$ cat src/verilog/temp_zone_cfg.svh
`ifndef TEMP_ZONE_CFG_SVH
`define TEMP_ZONE_CFG_SVH

// Register indices; the byte address is four times the index
`define TZS_IDX_SHIFT_EN   8'hB7
`define TZS_IDX_TRIP_R1    8'hC4
`define TZS_IDX_TRIP_R2    8'hC5
`define TZS_IDX_TRIP_AMB   8'hC9
`define TZS_IDX_TRIP_SRC   8'hCE
`define TZS_IDX_LOW0       8'hE0
`define TZS_IDX_TOP0       8'hE3
`define TZS_IDX_ADJ0       8'hE6
`define TZS_IDX_DELAY      8'hE9
`define TZS_IDX_HIGH0      8'hEA
`define TZS_IDX_INT_STS    8'hED
`define TZS_IDX_INT_MASK   8'hEE
`define TZS_IDX_TRIP_STS   8'hEF

// Interrupt status field positions
`define TZS_STS_SHIFT_LSB  0
`define TZS_STS_HIGH_LSB   3
`define TZS_STS_TRIP_BIT   6

// Reset values
`define TZS_RST_LOW        8'h20
`define TZS_RST_TOP        8'h50
`define TZS_RST_ADJ        8'h02
`define TZS_RST_HIGH       8'h7F
`define TZS_RST_TRIP       8'h64

// Timing: delay unit and the one-second tick
`define TZS_CLK_PERIOD_NS  4
`define TZS_SECOND_NS      1000000000
`define TZS_MINUTE_S       60

`endif

$ cat src/verilog/temp_zone_pkg.sv
package temp_zone_pkg;

  typedef logic [7:0] byte_t;

  // Per-zone shift phase
  typedef enum logic {
    ZONE_ARMED,
    ZONE_HOLD
  } zone_phase_e;

  // Whole state of the supervisor
  typedef struct packed {
    byte_t [2:0]       lowLimit;
    byte_t [2:0]       topTemp;
    byte_t [2:0]       adjust;
    byte_t [2:0]       highLimit;
    byte_t [2:0]       tripLimit;
    logic  [5:0]       delaySel;
    logic  [2:0]       shiftEn;
    logic  [2:0]       tripSrc;
    logic  [7:0]       intStatus;
    logic  [7:0]       intMask;
    logic  [2:0]       tripStatus;
    logic  [2:0]       topPrev;
    logic  [2:0]       tripPrev;
    logic  [2:0]       tripQual;
    zone_phase_e [2:0] phase;
    byte_t [2:0]       holdSec;
    logic  [27:0]      tickCnt;
    logic              ack;
    logic  [31:0]      rdat;
    logic              tripN;
    logic              tripInt;
    logic              irq;
  } tzs_state_s;

endpackage : temp_zone_pkg

$ cat src/verilog/temp_zone_supervisor.sv
// Contract
// Over top: low limit minus adjustment
// Per-zone shift enable at B7
// Shift only after two consecutive exceeds
// Repeat shifts while still over top
// Hold one to four minutes after shift
// Shift amount from per-zone adjust register
// Top ignored when shift disabled
// Trip source select at CE gates pin
// Trip limits at C4, C5, C9
// Trip and high limits compared independently
// Trip status set regardless of enable
// Pin asserted only for enabled zones
// Trip needs two consecutive exceeds
// Internal trip copy to reset generator
// Trip pin active low while qualified
// Shift status raises interrupt when unmasked
//
// The Wishbone register port was decided locally.
`timescale 1ns/10ps
`include "temp_zone_cfg.svh"

module temp_zone_supervisor #(
  parameter int SECOND_CYCLES = `TZS_SECOND_NS / `TZS_CLK_PERIOD_NS
) (
  // Clock and reset
  input  wire logic        clk,
  input  wire logic        sys_rst,
  // Classic Wishbone slave
  input  wire logic        wb_cyc_i,
  input  wire logic        wb_stb_i,
  input  wire logic        wb_we_i,
  input  wire logic [9:0]  wb_adr_i,
  input  wire logic [3:0]  wb_sel_i,
  input  wire logic [31:0] wb_dat_i,
  output logic      [31:0] wb_dat_o,
  output logic             wb_ack_o,
  // Readings from the monitoring sequencer
  input  wire logic [7:0]  tempZone0,
  input  wire logic [7:0]  tempZone1,
  input  wire logic [7:0]  tempZone2,
  input  wire logic        readingValid,
  // Adjusted low limits to the autofan logic
  output logic      [7:0]  lowLimitZone0,
  output logic      [7:0]  lowLimitZone1,
  output logic      [7:0]  lowLimitZone2,
  // Trip and interrupt outputs
  output logic             overtempTripN,
  output logic             resetTripReq,
  output logic             irq
);

  temp_zone_pkg::tzs_state_s st;
  temp_zone_pkg::tzs_state_s next_st;

  logic [2:0][7:0] temp;
  logic [7:0]      idx;
  logic            req;
  logic            wrNow;
  logic            secTick;
  logic            topOver;
  logic            tripOver;
  logic [2:0]      setShift;
  logic [2:0]      setHigh;
  logic [2:0]      setTrip;
  logic [7:0]      stsClr;
  logic [2:0]      tripClr;
  logic [31:0]     rd;

  // Register map, by word index on the bus
  // Shift enable: one bit per zone in the low three bits
  // Trip limits: remote one, remote two and ambient
  // Trip source select: one pin enable bit per zone
  // Low limits: three words from the low base upward
  // Top temperatures: three words from the top base upward
  // Adjust amounts: three words from the adjust base upward
  // Delay select: two bits per zone, zone z at bit 2z
  // High limits: three words from the high base upward
  // Interrupt status: shift, high and trip fields
  // Interrupt mask: same layout as the status word
  // Trip status: one sticky bit per zone
  // Unmapped words read as zero and ignore writes
  // Only byte lane zero carries register data

  // Bus timing seen by a master
  // A request is taken while no ack is pending
  // Ack follows one cycle later, always a single pulse
  // Read data is captured when the request is taken
  // A write lands on the edge that sees ack high
  // The master must drop the request for one cycle
  // A held request is therefore acked again every second cycle

  // Reading pipeline
  // Each reading pulse updates the previous-exceed flags
  // Two exceeds in a row are needed before a shift or a trip
  // A single noisy reading never moves a limit
  // A single noisy reading never asserts the trip pin
  // The pin releases on the first reading not over
  // Status bits stay set until software clears them

  // Hold timer
  // A free-running tick divides the clock to seconds
  // Sharing one tick keeps each zone counter eight bits
  // The cost is a hold up to one tick short
  // A zone in hold ignores further shift requests
  // The exceed flag keeps tracking during the hold
  // So a still-hot zone shifts right after the hold

  // Limit arithmetic
  // The low limit saturates at zero instead of wrapping
  // A wrapped limit would push the fan to full speed
  // A software write wins over a same-cycle shift

  // Saturating subtract keeps the low limit from wrapping to a hot value
  function automatic logic [7:0] satSub(input logic [7:0] a, input logic [7:0] b);
    satSub = (a > b) ? (a - b) : 8'h00;
  endfunction : satSub

  // Hold time in seconds for a two-bit delay selection
  function automatic logic [7:0] holdSeconds(input logic [1:0] sel);
    logic [7:0] mins;
    mins = {6'h00, sel} + 8'h01;
    holdSeconds = 8'(mins * 8'(`TZS_MINUTE_S));
  endfunction : holdSeconds

  // Decode of a per-zone register from its base index
  function automatic logic isZoneReg(input logic [7:0] a, input logic [7:0] base, input int z);
    isZoneReg = (a == 8'(base + 8'(z)));
  endfunction : isZoneReg

  // Pack readings and decode the bus request
  assign temp  = {tempZone2, tempZone1, tempZone0};
  assign idx   = wb_adr_i[9:2];
  assign req   = wb_cyc_i & wb_stb_i;
  assign wrNow = req & st.ack & wb_we_i & wb_sel_i[0];

  // Next-state logic for the whole block
  always_comb
  begin
    next_st  = st;
    setShift = 3'h0;
    setHigh  = 3'h0;
    setTrip  = 3'h0;
    stsClr   = 8'h00;
    tripClr  = 3'h0;
    rd       = 32'h0000_0000;
    topOver  = 1'b0;
    tripOver = 1'b0;

    // One-second tick keeps the minute counters narrow
    secTick = (st.tickCnt == 28'(SECOND_CYCLES - 1));
    next_st.tickCnt = secTick ? 28'h000_0000 : st.tickCnt + 28'h000_0001;

    // Hold countdown after each shift
    for (int z = 0; z < 3; z++)
    begin
      if (st.phase[z] == temp_zone_pkg::ZONE_HOLD && secTick)
      begin
        // re-arm after delay
        if (st.holdSec[z] <= 8'h01)
        begin
          next_st.phase[z]   = temp_zone_pkg::ZONE_ARMED;
          next_st.holdSec[z] = 8'h00;
        end
        else
        begin
          next_st.holdSec[z] = st.holdSec[z] - 8'h01;
        end
      end
    end

    // Per-reading comparisons, once per monitoring cycle
    if (readingValid)
    begin
      for (int z = 0; z < 3; z++)
      begin
        // top ignored when disabled
        // per-zone shift enable
        topOver = st.shiftEn[z] && (temp[z] > st.topTemp[z]);
        next_st.topPrev[z] = topOver;

        // two successive exceeds
        // repeat while still hot
        if (topOver && st.topPrev[z] && st.phase[z] == temp_zone_pkg::ZONE_ARMED)
        begin
          // reload reduced low limit
          // amount from adjust register
          next_st.lowLimit[z] = satSub(st.lowLimit[z], st.adjust[z]);
          setShift[z]         = 1'b1;
          // start hold delay
          next_st.phase[z]    = temp_zone_pkg::ZONE_HOLD;
          next_st.holdSec[z]  = holdSeconds(st.delaySel[2*z +: 2]);
        end

        // compare against trip limit
        tripOver = temp[z] > st.tripLimit[z];
        next_st.tripPrev[z] = tripOver;
        // qualify on two readings
        next_st.tripQual[z] = tripOver && st.tripPrev[z];
        // status independent of enable
        setTrip[z] = tripOver && st.tripPrev[z];

        // high limit checked separately
        setHigh[z] = temp[z] > st.highLimit[z];
      end
    end

    // Read mux; unmapped indices read as zero
    case (idx)
      `TZS_IDX_SHIFT_EN: rd[2:0] = st.shiftEn;
      `TZS_IDX_TRIP_R1:  rd[7:0] = st.tripLimit[0];
      `TZS_IDX_TRIP_R2:  rd[7:0] = st.tripLimit[1];
      `TZS_IDX_TRIP_AMB: rd[7:0] = st.tripLimit[2];
      `TZS_IDX_TRIP_SRC: rd[2:0] = st.tripSrc;
      `TZS_IDX_DELAY:    rd[5:0] = st.delaySel;
      `TZS_IDX_INT_STS:  rd[7:0] = st.intStatus;
      `TZS_IDX_INT_MASK: rd[7:0] = st.intMask;
      `TZS_IDX_TRIP_STS: rd[2:0] = st.tripStatus;
      default:           rd      = 32'h0000_0000;
    endcase
    for (int z = 0; z < 3; z++)
    begin
      if (isZoneReg(idx, `TZS_IDX_LOW0, z))
      begin
        rd[7:0] = st.lowLimit[z];
      end
      if (isZoneReg(idx, `TZS_IDX_TOP0, z))
      begin
        rd[7:0] = st.topTemp[z];
      end
      if (isZoneReg(idx, `TZS_IDX_ADJ0, z))
      begin
        rd[7:0] = st.adjust[z];
      end
      if (isZoneReg(idx, `TZS_IDX_HIGH0, z))
      begin
        rd[7:0] = st.highLimit[z];
      end
    end

    // Bus handshake: ack one cycle after the request, data captured with it
    next_st.ack = req & ~st.ack;
    if (req & ~st.ack)
    begin
      next_st.rdat = rd;
    end

    // Writes land on the edge where the master sees ack
    if (wrNow)
    begin
      case (idx)
        // enable bits
        `TZS_IDX_SHIFT_EN: next_st.shiftEn = wb_dat_i[2:0];
        // trip limit registers
        `TZS_IDX_TRIP_R1:  next_st.tripLimit[0] = wb_dat_i[7:0];
        `TZS_IDX_TRIP_R2:  next_st.tripLimit[1] = wb_dat_i[7:0];
        `TZS_IDX_TRIP_AMB: next_st.tripLimit[2] = wb_dat_i[7:0];
        // trip source select
        `TZS_IDX_TRIP_SRC: next_st.tripSrc = wb_dat_i[2:0];
        `TZS_IDX_DELAY:    next_st.delaySel = wb_dat_i[5:0];
        `TZS_IDX_INT_STS:  stsClr = wb_dat_i[7:0];
        `TZS_IDX_INT_MASK: next_st.intMask = wb_dat_i[7:0];
        `TZS_IDX_TRIP_STS: tripClr = wb_dat_i[2:0];
        default:           next_st.intMask = next_st.intMask;
      endcase
      for (int z = 0; z < 3; z++)
      begin
        // Software write of a low limit overrides a same-cycle shift
        if (isZoneReg(idx, `TZS_IDX_LOW0, z))
        begin
          next_st.lowLimit[z] = wb_dat_i[7:0];
        end
        if (isZoneReg(idx, `TZS_IDX_TOP0, z))
        begin
          next_st.topTemp[z] = wb_dat_i[7:0];
        end
        // adjust register
        if (isZoneReg(idx, `TZS_IDX_ADJ0, z))
        begin
          next_st.adjust[z] = wb_dat_i[7:0];
        end
        if (isZoneReg(idx, `TZS_IDX_HIGH0, z))
        begin
          next_st.highLimit[z] = wb_dat_i[7:0];
        end
      end
    end

    // Sticky status: a set in the clear cycle survives
    next_st.intStatus = st.intStatus & ~stsClr;
    next_st.intStatus[`TZS_STS_SHIFT_LSB +: 3] = next_st.intStatus[`TZS_STS_SHIFT_LSB +: 3] | setShift;
    next_st.intStatus[`TZS_STS_HIGH_LSB +: 3]  = next_st.intStatus[`TZS_STS_HIGH_LSB +: 3] | setHigh;
    next_st.intStatus[`TZS_STS_TRIP_BIT]       = next_st.intStatus[`TZS_STS_TRIP_BIT] | (|setTrip);
    next_st.intStatus[7] = 1'b0;
    // trip status sticky
    next_st.tripStatus = (st.tripStatus & ~tripClr) | setTrip;

    // only enabled zones drive the pin
    // low while qualified
    next_st.tripN   = ~|(next_st.tripQual & next_st.tripSrc);
    // copy to reset generator
    next_st.tripInt = |(next_st.tripQual & next_st.tripSrc);
    // unmasked status raises interrupt
    next_st.irq     = |(next_st.intStatus & next_st.intMask);
  end

  // Status policy
  // A hardware set in the clear cycle wins
  // Software never loses an event it has not seen
  // The top status bit is reserved and reads zero
  // Shift bits follow each completed adjustment
  // High bits follow each reading over its high limit
  // The trip bit follows any qualified trip

  // Trip path
  // The pin and the reset request share one term
  // Both come from flops, so they change together
  // A disabled zone still records its trip status
  // Only enabled zones may pull the pin low
  // The reset generator sees the active-high copy

  // Interrupt path
  // The interrupt is a level, not a pulse
  // It stays high while any unmasked bit is set
  // Clearing the status or the mask drops it
  // It changes on the same edge as the status

  // Reset behaviour
  // All limits return to their reset values
  // All zones return to the armed phase
  // The pin comes out of reset released
  // No ack is pending after reset
  // The tick counter restarts from zero

  // Limitations
  // Readings are taken as synchronous to the clock
  // The delay is measured in whole ticks only
  // Only three zones are supported
  // Writes with lane zero disabled are dropped
  // Reads of reserved fields return zero
  // The shift amount is not checked against the range
  // A zero adjust value leaves the limit unchanged
  // Software may rewrite a shifted limit at any time
  // The new value then becomes the base for shifts
  // Top temperatures are ignored while shifts are off
  // The exceed flag is cleared while shifts are off
  // Enabling shifts again needs two fresh exceeds

  // State register with constant reset values
  always_ff @(posedge clk or posedge sys_rst)
  begin
    if (sys_rst)
    begin
      st              <= '0;
      st.lowLimit     <= {3{`TZS_RST_LOW}};
      st.topTemp      <= {3{`TZS_RST_TOP}};
      st.adjust       <= {3{`TZS_RST_ADJ}};
      st.highLimit    <= {3{`TZS_RST_HIGH}};
      st.tripLimit    <= {3{`TZS_RST_TRIP}};
      st.phase        <= {3{temp_zone_pkg::ZONE_ARMED}};
      st.tripN        <= 1'b1;
    end
    else
    begin
      st <= next_st;
    end
  end

  // Outputs straight from state flops
  assign wb_dat_o      = st.rdat;
  assign wb_ack_o      = st.ack;
  assign lowLimitZone0 = st.lowLimit[0];
  assign lowLimitZone1 = st.lowLimit[1];
  assign lowLimitZone2 = st.lowLimit[2];
  assign overtempTripN = st.tripN;
  assign resetTripReq  = st.tripInt;
  assign irq           = st.irq;

endmodule : temp_zone_supervisor
$ cat config.mk
export PLATFORM = sky130hd
export DESIGN_NAME = temp_zone_supervisor
export DESIGN_NICKNAME = d
export VERILOG_FILES = /design/src/verilog/temp_zone_pkg.sv /design/src/verilog/temp_zone_supervisor.sv
export VERILOG_INCLUDE_DIRS = /design/src /design/src/verilog
export SDC_FILE = /design/constraint.sdc
export NUM_CORES = 1
export LEC_CHECK = 0
export BUFFER_PORTS_ARGS = -buffer_cell sky130_fd_sc_hd__buf_2
export CAP_MARGIN = 20
export CORE_MARGIN = 5
export CORE_UTILIZATION = 61
export DETAILED_ROUTE_END_ITERATION = 6
export PLACE_DENSITY_LB_ADDON = 0.12
export SYNTH_ARGS = -nofsm -noshare
export SYNTH_HDL_FRONTEND = slang
export SYNTH_SLANG_ARGS = --single-unit
$ cat constraint.sdc
create_clock -name clk -period 9.3 [get_ports clk]
set_input_delay 0.93 -clock clk [delete_from_list [all_inputs] [get_ports clk]]
set_output_delay 0.93 -clock clk [all_outputs]
set_load 0.02 [all_outputs]
==> impl_metrics.env, run 1 <==
export IMPL_run_status="completed"
export IMPL_die_ht_um=167.1
export IMPL_vdd_drop_max_uv=135.5
export IMPL_path_max_fanout=23
export IMPL_routed_wl_um=45320
export IMPL_synth_async_sr_flop_share_pct=100.0
export IMPL_sequential_to_total_area_share_from_yosys_stat_pct=37.90
export IMPL_grt_max_degree=93
export IMPL_grt_setup_unrepaired="false"
export IMPL_synthDominantAreaCellType="dfrtp_1"
export IMPL_postCtsHoldBufs=0
export IMPL_dpl_hpwl_um=32890
export IMPL_synth_seq_cells=226
export IMPL_min_hold_slack_ns=0.4804
export IMPL_timing_max_slew_rel_slack_pct=31.54
export IMPL_synth_lib_cells_used_distinct=83
export IMPL_antenna_cells=0
export IMPL_die_area_mm2=0.02793
export IMPL_io_port_bufs=82
export IMPL_htree_num_levels=1
export IMPL_drt_pre_antenna_iters=6
export IMPL_floorplan_io_pins=136
export IMPL_cp_cell_sequence="buf_2 > nand2b_1 > nor3_1 > nand2_1 > mux2_2"
export IMPL_worstPathRequired_ns=9.71
export IMPL_antenna_found_initial=0
export IMPL_gp_congestion=0.9787
export IMPL_postSynthAreaPerCell_um2=8.965
export IMPL_post_layout_nonfiller_instances=2038
export IMPL_global_route_usage_total_pct=31.67
export IMPL_route_detailed_drc=0
export IMPL_grt_first_pass_wirelength_um=70730
export IMPL_post_cts_resized_instances=0
export IMPL_gr_total_overflow=0
export IMPL_synth_area_mm2=0.01506
export IMPL_layout_nets=1891
export IMPL_synth_largest_type_area_fraction_pct=30.40
export IMPL_crit_path_start_kind="input port"
export IMPL_critPathSlowestCell="nor3_1"
export IMPL_clock_tree_from_tritoncts="yes"
export IMPL_dr_first_iter_drc_count=1290
export IMPL_postSynth_topFlopCell="dfrtp_1"
export IMPL_routedWlPerCell_um=22.24
export IMPL_critPathArrivalTime_ns=3.70
export IMPL_syn_to_final_growth_pct=7.418
export IMPL_core_area_mm2=0.02432
export IMPL_first_global_vias=12470
export IMPL_timing_final_crit_period_ns=3.287
export IMPL_criticalPathCategory="in -> reg"
export IMPL_worst_slew_pin_slew_ns=1.020
export IMPL_period_share_pct=35.34
export IMPL_finalMaxSlewViolations=0
export IMPL_cts_path_max_buffers=3
export IMPL_cpPeakStageDelay_ns=0.94
export IMPL_cts_num_sinks=226
export IMPL_finalCoreUtilization_pct=66.53
export IMPL_post_place_cells=1989
export IMPL_ctsRootBufferMaster="clkbuf_16"
export IMPL_worstPathBufferInverterCount=1
export IMPL_initial_utilization_pct=61.93
export IMPL_synth_edff_count=0
export IMPL_fin_worst_skew_ns=0.01013
export IMPL_cts_buffers_inserted=26
export IMPL_setup_viol=0
export IMPL_rows=57
export IMPL_vias=12970
export IMPL_fin_setup_tns_ns=0
export IMPL_powerDensity_mw_per_mm2=139.8
export IMPL_clock_fmax_ghz=0.3042
export IMPL_hold_viol_final=0
export IMPL_clock_latency_late_sink_ns=0.53
export IMPL_design_power_total_mw=2.261
export IMPL_ys_warn_count=0
export IMPL_drv_cap=0
export IMPL_holdCritPathClass="reg -> reg"
export IMPL_cts_reportedPaths_clkPinSlew_ns=0.06
export IMPL_cts_post_setup_buffers_inserted=0
export IMPL_ant_nets=0
export IMPL_largest_cells_by_area_after_synthesis="dfrtp_1 (30%), ha_1 (9.6%), dfstp_2 (7.5%)"
export IMPL_timing_critical_path_max_delay_family="simple AND/OR/NAND/NOR gates"
export IMPL_routed_via_density=6.366
export IMPL_die_width_um=167.1
export IMPL_drive_above_1_share_pct=14.53
export IMPL_p_leak_nw=7.245
export IMPL_timing_critical_path_to_type="flop"
export IMPL_syn_instance_count=1680
[worst min-delay path: stages, from the launching register on]
cell and delay, ns:
dfstp_2 0.37, nand2_1 0.04, o21ai_0 0.07
[logic make-up (layout without fill, tap and decap cells)]
kind of cell | Yosys count | count (layout) | synth area share [%]
xor gates and xnor gates | 48 | 48 | 2.791
DFF | 226 | 226 | 37.90
AOI/OAI and AO/OA | 399 | 399 | 16.81
buffers and inverters | 265 | 274 | 8.116
adders and majority gates | 121 | 121 | 10.35
muxes | 72 | 72 | 5.159
and+or+nand+nor | 547 | 547 | 18.82
other | 2 | 27 | 0.04986
[final timing paths]
kind | start | endpoint | slack, ns | cells after the start
hold / removal | st[152] | st[152] | 0.48 | 2
min in group asynchronous | sys_rst | st[66] | 0.49 | 2
setup / recovery | wb_adr_i[4] | st[221] | 6.01 | 5
max in group asynchronous | sys_rst | st[211] | 6.59 | 4
hold reg to reg | st[152] | st[152] | 0.48 | 2
setup reg to reg | st[217] | lowLimitZone1[2] | 6.28 | 8
[sequential cells by signal, indices dropped and copies added, names as in the netlist]
| register | cells |
|---|---|
| st | 190 |
| wb_ack_o | 1 |
| lowLimitZone0 | 8 |
| resetTripReq | 1 |
| lowLimitZone1 | 8 |
| overtempTripN | 1 |
| irq | 1 |
| lowLimitZone2 | 8 |
| wb_dat_o | 8 |
[layout by cell type, fill, tap and decap left out, drive strengths merged, types with 20 or more instances in the layout]
master	n
dfrtp	183
nand2	176
inv	135
o21ai	129
ha	115
nor2	98
buf	90
a21oi	78
nand3	51
mux2	45
dfstp	43
nand4	43
nor3	43
clkbuf	34
mux2i	27
conb	27
xnor2	26
nor2b	23
o22ai	23
xor2	22
a31oi	20
[Yosys cell counts (26+ instances only)]
library cell / number
inv_1: 135
ha_1: 115
mux2i_1: 27
mux2_2: 42
xnor2_1: 26
dfrtp_1: 183
dfstp_2: 43
nor2_1: 98
clkbuf_1: 61
nor3_1: 40
buf_4: 56
o21ai_0: 127
nand2_1: 176
a21oi_1: 77
nand4_1: 41
nand3_1: 50
[area by class of cell]
class	count	area, um^2
Clock buffer	34	742.0
Clock inverter	14	103.9
Fill cell	1976	8140
Inverter	136	518.0
Multi-Input combinational cell	1214	8230
Sequential cell	226	5709
Tap cell	324	405.4
Timing Repair Buffer	90	470.5
[through the flow]
step / instance area (um^2) / setup slack (ns)
6_report: 16180 / 6.013
2_1_floorplan: 15160 / 2.250
3_3_place_gp: 15330 / 5.576
3_5_place_dp: 15330 / 5.585
4_1_cts: 16170 / 6.145
5_1_grt: 16180 / 5.900
[report_power, final]
| part | internal [mW] | switching (mW) |
|---|---|---|
| clock network | 0.589 | 0.425 |
| registers | 1.01 | 0.0240 |
| logic | 0.0669 | 0.148 |
| total | 1.66 | 0.597 |
[layer usage]
metal  part of all wire, %  GRT usage (%)  vias to the layer above
li1                      -              -                     5979
met4                   4.4          11.61                        0
met5                     0              0                        -
met1                    41          43.03                     6256
met2                    47          51.62                      607
met3                   8.3          5.233                      131
No activity file was read; power rests on OpenSTA's default activity.
==> run 2, diff against run 1 <==
- ABC_AREA: not set -> 1
- clock period: 9.3 -> 3.3 ns (I/O delays scaled with it)
==> run 2 against run 1 <==
  * Power rose to 2.8 times the previous value
  * Setup slack worse by 5.4 ns
  * Sequential share of layout area increased by 0.43 points
  * Area after synthesis shrank 3.6%
  * First-iteration DRC count is 10% higher
  * Clock skew up 0.0090 ns
  * Critical path type is now reg -> reg
==> impl_metrics.env, run 2 <==
export IMPL_run_status="completed"
export IMPL_cts_path_max_buffers=3
export IMPL_mostFrequentLayoutCells="nand2_1 (420), inv_1 (251), o21ai_0 (193), dfrtp_1 (183), nor2_1 (118)"
export IMPL_cts_post_setup_buffers_inserted=0
export IMPL_cpPeakStageDelay_ns=0.54
export IMPL_die_ht_um=164.3
export IMPL_dr_first_iter_drc_count=1423
export IMPL_timing_final_crit_period_ns=2.687
export IMPL_cts_reportedPaths_clkPinSlew_ns=0.06
export IMPL_htree_num_levels=1
export IMPL_postSynth_topFlopCell="dfrtp_1"
export IMPL_gr_total_overflow=0
export IMPL_floorplan_io_pins=136
export IMPL_powerDensity_mw_per_mm2=402.0
export IMPL_critPathSlowestCell="dfstp_2"
export IMPL_cts_buffers_inserted=26
export IMPL_setup_viol=0
export IMPL_synthDominantAreaCellType="dfrtp_1"
export IMPL_criticalPathCategory="reg -> reg"
export IMPL_synth_async_sr_flop_share_pct=100.0
export IMPL_mostFrequentLayoutCell="nand2_1"
export IMPL_global_route_usage_total_pct=29.27
export IMPL_grt_first_pass_wirelength_um=63350
export IMPL_routed_wl_um=39500
export IMPL_hold_viol_final=0
export IMPL_largest_register_ffs=190
export IMPL_core_area_mm2=0.02347
export IMPL_synth_largest_type_area_fraction_pct=31.54
export IMPL_io_port_bufs=82
export IMPL_rows=56
export IMPL_post_cts_resized_instances=0
export IMPL_critPathArrivalTime_ns=3.14
export IMPL_drv_cap=0
export IMPL_gp_congestion=0.9276
export IMPL_routedWlPerCell_um=17.43
export IMPL_clock_tree_from_tritoncts="yes"
export IMPL_initial_utilization_pct=61.85
export IMPL_die_width_um=164.3
export IMPL_grt_setup_unrepaired="false"
export IMPL_synth_edff_count=0
export IMPL_synth_seq_cells=226
export IMPL_ctsRootBufferMaster="clkbuf_16"
export IMPL_ys_warn_count=0
export IMPL_clock_latency_late_sink_ns=0.54
export IMPL_largest_register="st"
export IMPL_crit_path_start_kind="flop"
export IMPL_timing_max_slew_rel_slack_pct=30.68
export IMPL_multi_input_gate_area_mm2=0.007335
export IMPL_vias=12950
export IMPL_die_area_mm2=0.02698
export IMPL_finalMaxSlewViolations=0
export IMPL_fill_cell_instance_count_of_the_final_layout=1964
export IMPL_grt_max_degree=183
export IMPL_first_global_vias=12300
export IMPL_antenna_found_initial=0
export IMPL_timing_critical_path_to_type="flop"
export IMPL_postSynthAreaPerCell_um2=7.780
export IMPL_fin_worst_skew_ns=0.01910
export IMPL_synthTopCellsByCount="nand2_1 (420), inv_1 (252), o21ai_0 (193), dfrtp_1 (183), nor2_1 (118)"
export IMPL_fin_setup_tns_ns=0
export IMPL_worstPathRequired_ns=3.75
export IMPL_vdd_drop_max_uv=293.7
export IMPL_seqCellArea_mm2=0.005709
export IMPL_period_share_pct=81.42
export IMPL_syn_instance_count=1866
export IMPL_finalCoreUtilization_pct=68.09
export IMPL_dpl_hpwl_um=29140
export IMPL_clock_fmax_ghz=0.3722
export IMPL_worst_slew_pin_slew_ns=1.040
export IMPL_drt_pre_antenna_iters=5
export IMPL_drive_above_1_share_pct=12.44
export IMPL_p_leak_nw=7.579
export IMPL_yosys_cell_count_top_type="nand2_1"
export IMPL_route_detailed_drc=0
export IMPL_syn_to_final_growth_pct=10.09
export IMPL_ant_nets=0
export IMPL_synth_area_mm2=0.01452
export IMPL_holdCritPathClass="in -> reg"
export IMPL_largest_cells_by_area_after_synthesis="dfrtp_1 (32%), nand2_1 (11%), ha_1 (9.9%)"
export IMPL_routed_via_density=5.714
export IMPL_layout_nets=2123
export IMPL_cts_num_sinks=226
export IMPL_synth_lib_cells_used_distinct=51
export IMPL_path_max_fanout=6
export IMPL_sequential_to_total_area_share_from_yosys_stat_pct=39.33
export IMPL_cp_cell_sequence="inv_1 > ha_1 > nand2_1 > nor3_1 > nand3_1 > nand2_1 > a31oi_1 > nand4_1 > nor3_1 > nand3_1 > a22oi_1"
[run 2: worst paths after layout]
kind | start | endpoint | slack [ns] | cells past startpoint
setup / recovery | st[217] | lowLimitZone1[6] | 0.61 | 11
hold / removal | wb_dat_i[3] | lowLimitZone0[3] | 0.05 | 2
setup reg to reg | st[217] | lowLimitZone1[6] | 0.61 | 11
hold reg to reg | wb_dat_o[3] | wb_dat_o[3] | 0.48 | 2
max in group asynchronous | sys_rst | st[189] | 1.79 | 4
min in group asynchronous | sys_rst | resetTripReq | 0.25 | 3
[run 2: final cells by class]
class | count | share of cell area (%)
Clock buffer | 31 | 4.509
Timing Repair Buffer | 104 | 3.695
Clock inverter | 17 | 1.542
Sequential cell | 226 | 35.72
Antenna cell | 1 | 0.01566
Tap cell | 319 | 2.497
Multi-Input combinational cell | 1308 | 45.89
Inverter | 260 | 6.130
[run 2: what timing repair did]
item | in CTS | in global routing
hold buffers | 1 | 0
endpoints found under the hold margin | 4 | 0
endpoints found under the setup margin | 0 | 0
[run 2: cells by family after synthesis]
family | after synthesis | synth area share (%)
xor+xnor | 43 | 2.594
fa+ha+maj | 121 | 10.74
compound gates | 357 | 13.19
buf+inv | 357 | 10.80
flops | 226 | 39.33
simple gates | 760 | 23.30
other cells | 2 | 0.05173
[run 2: critical path: cells and delay by family (launching register included)]
| kind | cells | cell delay (ns) |
|---|---|---|
| AO/OA/AOI/OAI | 2 | 0.36 |
| adder cells (fa/ha/maj) | 1 | 0.26 |
| buffers and inverters | 1 | 0.05 |
| flip-flops | 1 | 0.54 |
| AND/OR/NAND/NOR | 7 | 1.40 |
[run 2: routing by layer]
metal  track usage (%)  vias to the layer above  wire length (um)
met4             9.722                        0              1485
met1             40.60                     6179             17040
met5                 0                        -                 0
li1                  -                     6191                 -
met2             47.40                      472             18220
met3             4.266                      107              2753
[run 2: where the power goes]
group	switching, mW	total [mW]	internal, mW	leakage, nW
clock network	1.21	3.23	2.03	0.472
registers	0.00910	2.80	2.79	2.90
logic	0.288	0.396	0.107	4.21
[run 2: stage by stage]
step | setup WS [ns] | cells | instance area, um^2 | power (mW) | hold slack [ns]
global route | 0.3726 | 2265 | 15980 | 6.608 | 0.05277
global placement | 0.5844 | 2216 | 15000 | 3.228 | 0.2376
floorplan | 0.05310 | 1891 | 14620 | 3.113 | 0.4248
finish | 0.6132 | 2266 | 15980 | 6.426 | 0.04572
detailed placement | 0.4512 | 2216 | 15000 | 3.238 | 0.2445
CTS | 0.6056 | 2265 | 15980 | 6.448 | 0.03369
==> run 3, diff against run 2 <==
- CORE_UTILIZATION: 61 -> 55
- clock period: 3.3 -> 2.4 ns (I/O delays scaled with it)
==> run 3 against run 2 <==
  * Register-to-register slack worse by 0.55 ns
  * Flip-flop and latch count unchanged
  * Fmax up 15%
  * Clock-buffer cell count up 7
  * Routed wire length up 4.1%
  * Critical endpoint is now lowLimitZone2[1]
  * Cell count up 3.9%
  * Sequential share of layout area down 1.5 points
  * Critical path depth up 4
  * Via count up 1.4%
  * Clock skew down 0.0089 ns
  * Highest routed layer unchanged
  * Power up 37%
  * Sequential power up 38%
==> impl_metrics.env, run 3 (synthesis results as in run 2) <==
export IMPL_drive_above_1_share_pct=16.69
export IMPL_crit_path_frequent_cell="nand2_1"
export IMPL_design_power_total_mw=8.803
export IMPL_worst_slew_pin_slew_ns=0.8528
export IMPL_clockPowerShare_pct=49.5
export IMPL_routed_wl_um=41120
export IMPL_drt_pre_antenna_iters=6
export IMPL_routedWlPerCell_um=17.47
export IMPL_cts_num_sinks=226
export IMPL_finalMaxSlewViolations=0
export IMPL_vias=13130
export IMPL_critPathSlowestCell="fa_2"
export IMPL_period_share_pct=97.54
export IMPL_fin_worst_skew_ns=0.01021
export IMPL_gp_congestion=0.9469
export IMPL_powerDensity_mw_per_mm2=527.7
export IMPL_cellInternalPower_mw=6.736
export IMPL_hold_viol_final=0
export IMPL_cp_cell_sequence="inv_1 > ha_2 > inv_2 > fa_2 > a21oi_2 > o21ai_2 > nand2_1 > nand2_1 > a21oi_2 > o21ai_1 > a21oi_1 > nor3_2 > buf_4 > nand2_1 > a22oi_2"
export IMPL_power_share_combinational_pct=6.8
export IMPL_regToRegStartpoint="lowLimitZone2[0]"
export IMPL_clock_latency_late_sink_ns=0.53
export IMPL_first_global_vias=12350
export IMPL_rows=59
export IMPL_power_switching_share_pct=23.49
export IMPL_vdd_drop_max_uv=645.5
export IMPL_mostFrequentLayoutCells="nand2_1 (413), inv_1 (249), o21ai_0 (188), dfrtp_1 (183), nor2_1 (115)"
export IMPL_initial_utilization_pct=55.71
export IMPL_crit_path_start_kind="flop"
export IMPL_clock_fmax_ghz=0.4272
export IMPL_grt_setup_unrepaired="true"
export IMPL_die_area_mm2=0.02974
export IMPL_htree_num_levels=1
export IMPL_timing_critical_path_to_type="flop"
export IMPL_antenna_found_initial=0
export IMPL_criticalPathCategory="reg -> reg"
export IMPL_grt_first_pass_wirelength_um=64870
export IMPL_syn_to_final_growth_pct=14.90
export IMPL_postLayoutCellArea_mm2=0.01668
export IMPL_floorplan_io_pins=136
export IMPL_largest_register_ffs=190
export IMPL_path_max_fanout=6
export IMPL_placement_setup_worst_slack_ns=-0.1185
export IMPL_routed_via_density=5.579
export IMPL_die_ht_um=172.5
export IMPL_route_detailed_drc=0
export IMPL_global_route_usage_total_pct=27.47
export IMPL_io_port_bufs=82
export IMPL_fin_setup_tns_ns=0
export IMPL_timing_final_crit_period_ns=2.341
export IMPL_p_leak_nw=7.953
export IMPL_power_net_switching_mw=2.067
export IMPL_holdCritPathClass="in -> reg"
export IMPL_layout_nets=2196
export IMPL_worstPathRequired_ns=2.80
export IMPL_largest_register="st"
export IMPL_timing_max_slew_rel_slack_pct=43.08
export IMPL_worstSetupStartpoint="lowLimitZone2[0]"
export IMPL_ctsRootBufferMaster="clkbuf_16"
export IMPL_dr_first_iter_drc_count=1236
export IMPL_mostFrequentLayoutCell="nand2_1"
export IMPL_clock_tree_from_tritoncts="yes"
export IMPL_dpl_hpwl_um=30970
export IMPL_cts_buffers_inserted=26
export IMPL_drv_cap=0
export IMPL_die_width_um=172.5
export IMPL_antenna_cells=0
export IMPL_worst_hold_startpoint="wb_stb_i"
export IMPL_ant_nets=0
export IMPL_cts_path_max_buffers=3
export IMPL_cts_reportedPaths_clkPinSlew_ns=0.06
export IMPL_gr_total_overflow=0
export IMPL_placed_cell_area_mm2=0.01553
export IMPL_cpPeakStageDelay_ns=0.38
export IMPL_setup_viol=0
export IMPL_critPathArrivalTime_ns=2.74
export IMPL_grt_max_degree=96
export IMPL_min_hold_slack_ns=0.06151
export IMPL_core_area_mm2=0.02606
export IMPL_layout_setup_ws_ns=0.05903
export IMPL_seqPwrFrac_pct=43.7
export IMPL_run_status="completed"
-- run 3: cell types whose count changed in the layout (fill, tap and decap cells not counted), moves of 4 or more --
cell,previous run,this run
buf_4,20,84
a21oi_2,0,8
nand2_2,4,11
buf_6,0,4
clkbuf_1,1,7
a21oi_1,99,91
nand2_1,420,413
o21ai_0,193,188
o21ai_1,10,14
-- run 3: layer usage --
metal  track usage (%)  vias to the layer above  share of wire, %
li1                  -                     6341                 -
met1             38.77                     6223                44
met2             43.91                      481                46
met3             4.938                       87               7.1
met4             7.314                        0               2.9
met5                 0                        -                 0
-- run 3: area by class of cell --
type                       instances  area [um^2]
inverter                         260        979.7
fill                            2273         9378
timing repair buffer             177         1196
clock buffer                      38        757.0
clock inverter                    10        177.7
multi-input combinational       1308         7442
sequential                       226         5709
tap                              335        419.2
-- run 3: metrics by stage --
step | instances | util, %
5_1_grt | 2354 | 64.01
3_3_place_gp | 2295 | 59.61
3_5_place_dp | 2295 | 59.61
2_1_floorplan | 1891 | -
6_report | 2354 | 64.01
4_1_cts | 2347 | 63.36
-- run 3: timing repair --
action,4_1_cts,5_1_grt
hold buffers,3,0
resized for setup,1,40
setup buffers,1,7
setup endpoints to repair,4,36
endpoints found under the hold margin,113,0
pin swaps,1,12
-- run 3: final timing paths --
path	end	depth (start not counted)	slack, ns
max	lowLimitZone2[1]	15	0.06
min	wb_ack_o	3	0.06
max reg2reg	lowLimitZone2[1]	15	0.06
min reg2reg	st[36]	1	0.46
max in group asynchronous	lowLimitZone2[5]	4	1.42
min in group asynchronous	st[138]	3	0.19
-- run 3: power groups by stage --
stage / clock, mW / sequential (mW) / combinational [mW]
after floorplan: 0 / 3.91 / 0.368
after detailed placement: 0 / 3.91 / 0.583
after CTS: 4.41 / 3.85 / 0.591
after global routing: 4.57 / 3.85 / 0.675
after global placement: 0 / 3.91 / 0.569
final: 4.35 / 3.85 / 0.602
-- run 3: critical path, delay by kind of cell, from the launching register on --
kind | cells | cell delay (ns)
adder cells (fa/ha/maj) | 2 | 0.56
flip-flops | 1 | 0.37
buffers and inverters | 3 | 0.27
AND/OR/NAND/NOR | 4 | 0.27
AO/OA/AOI/OAI | 6 | 0.74
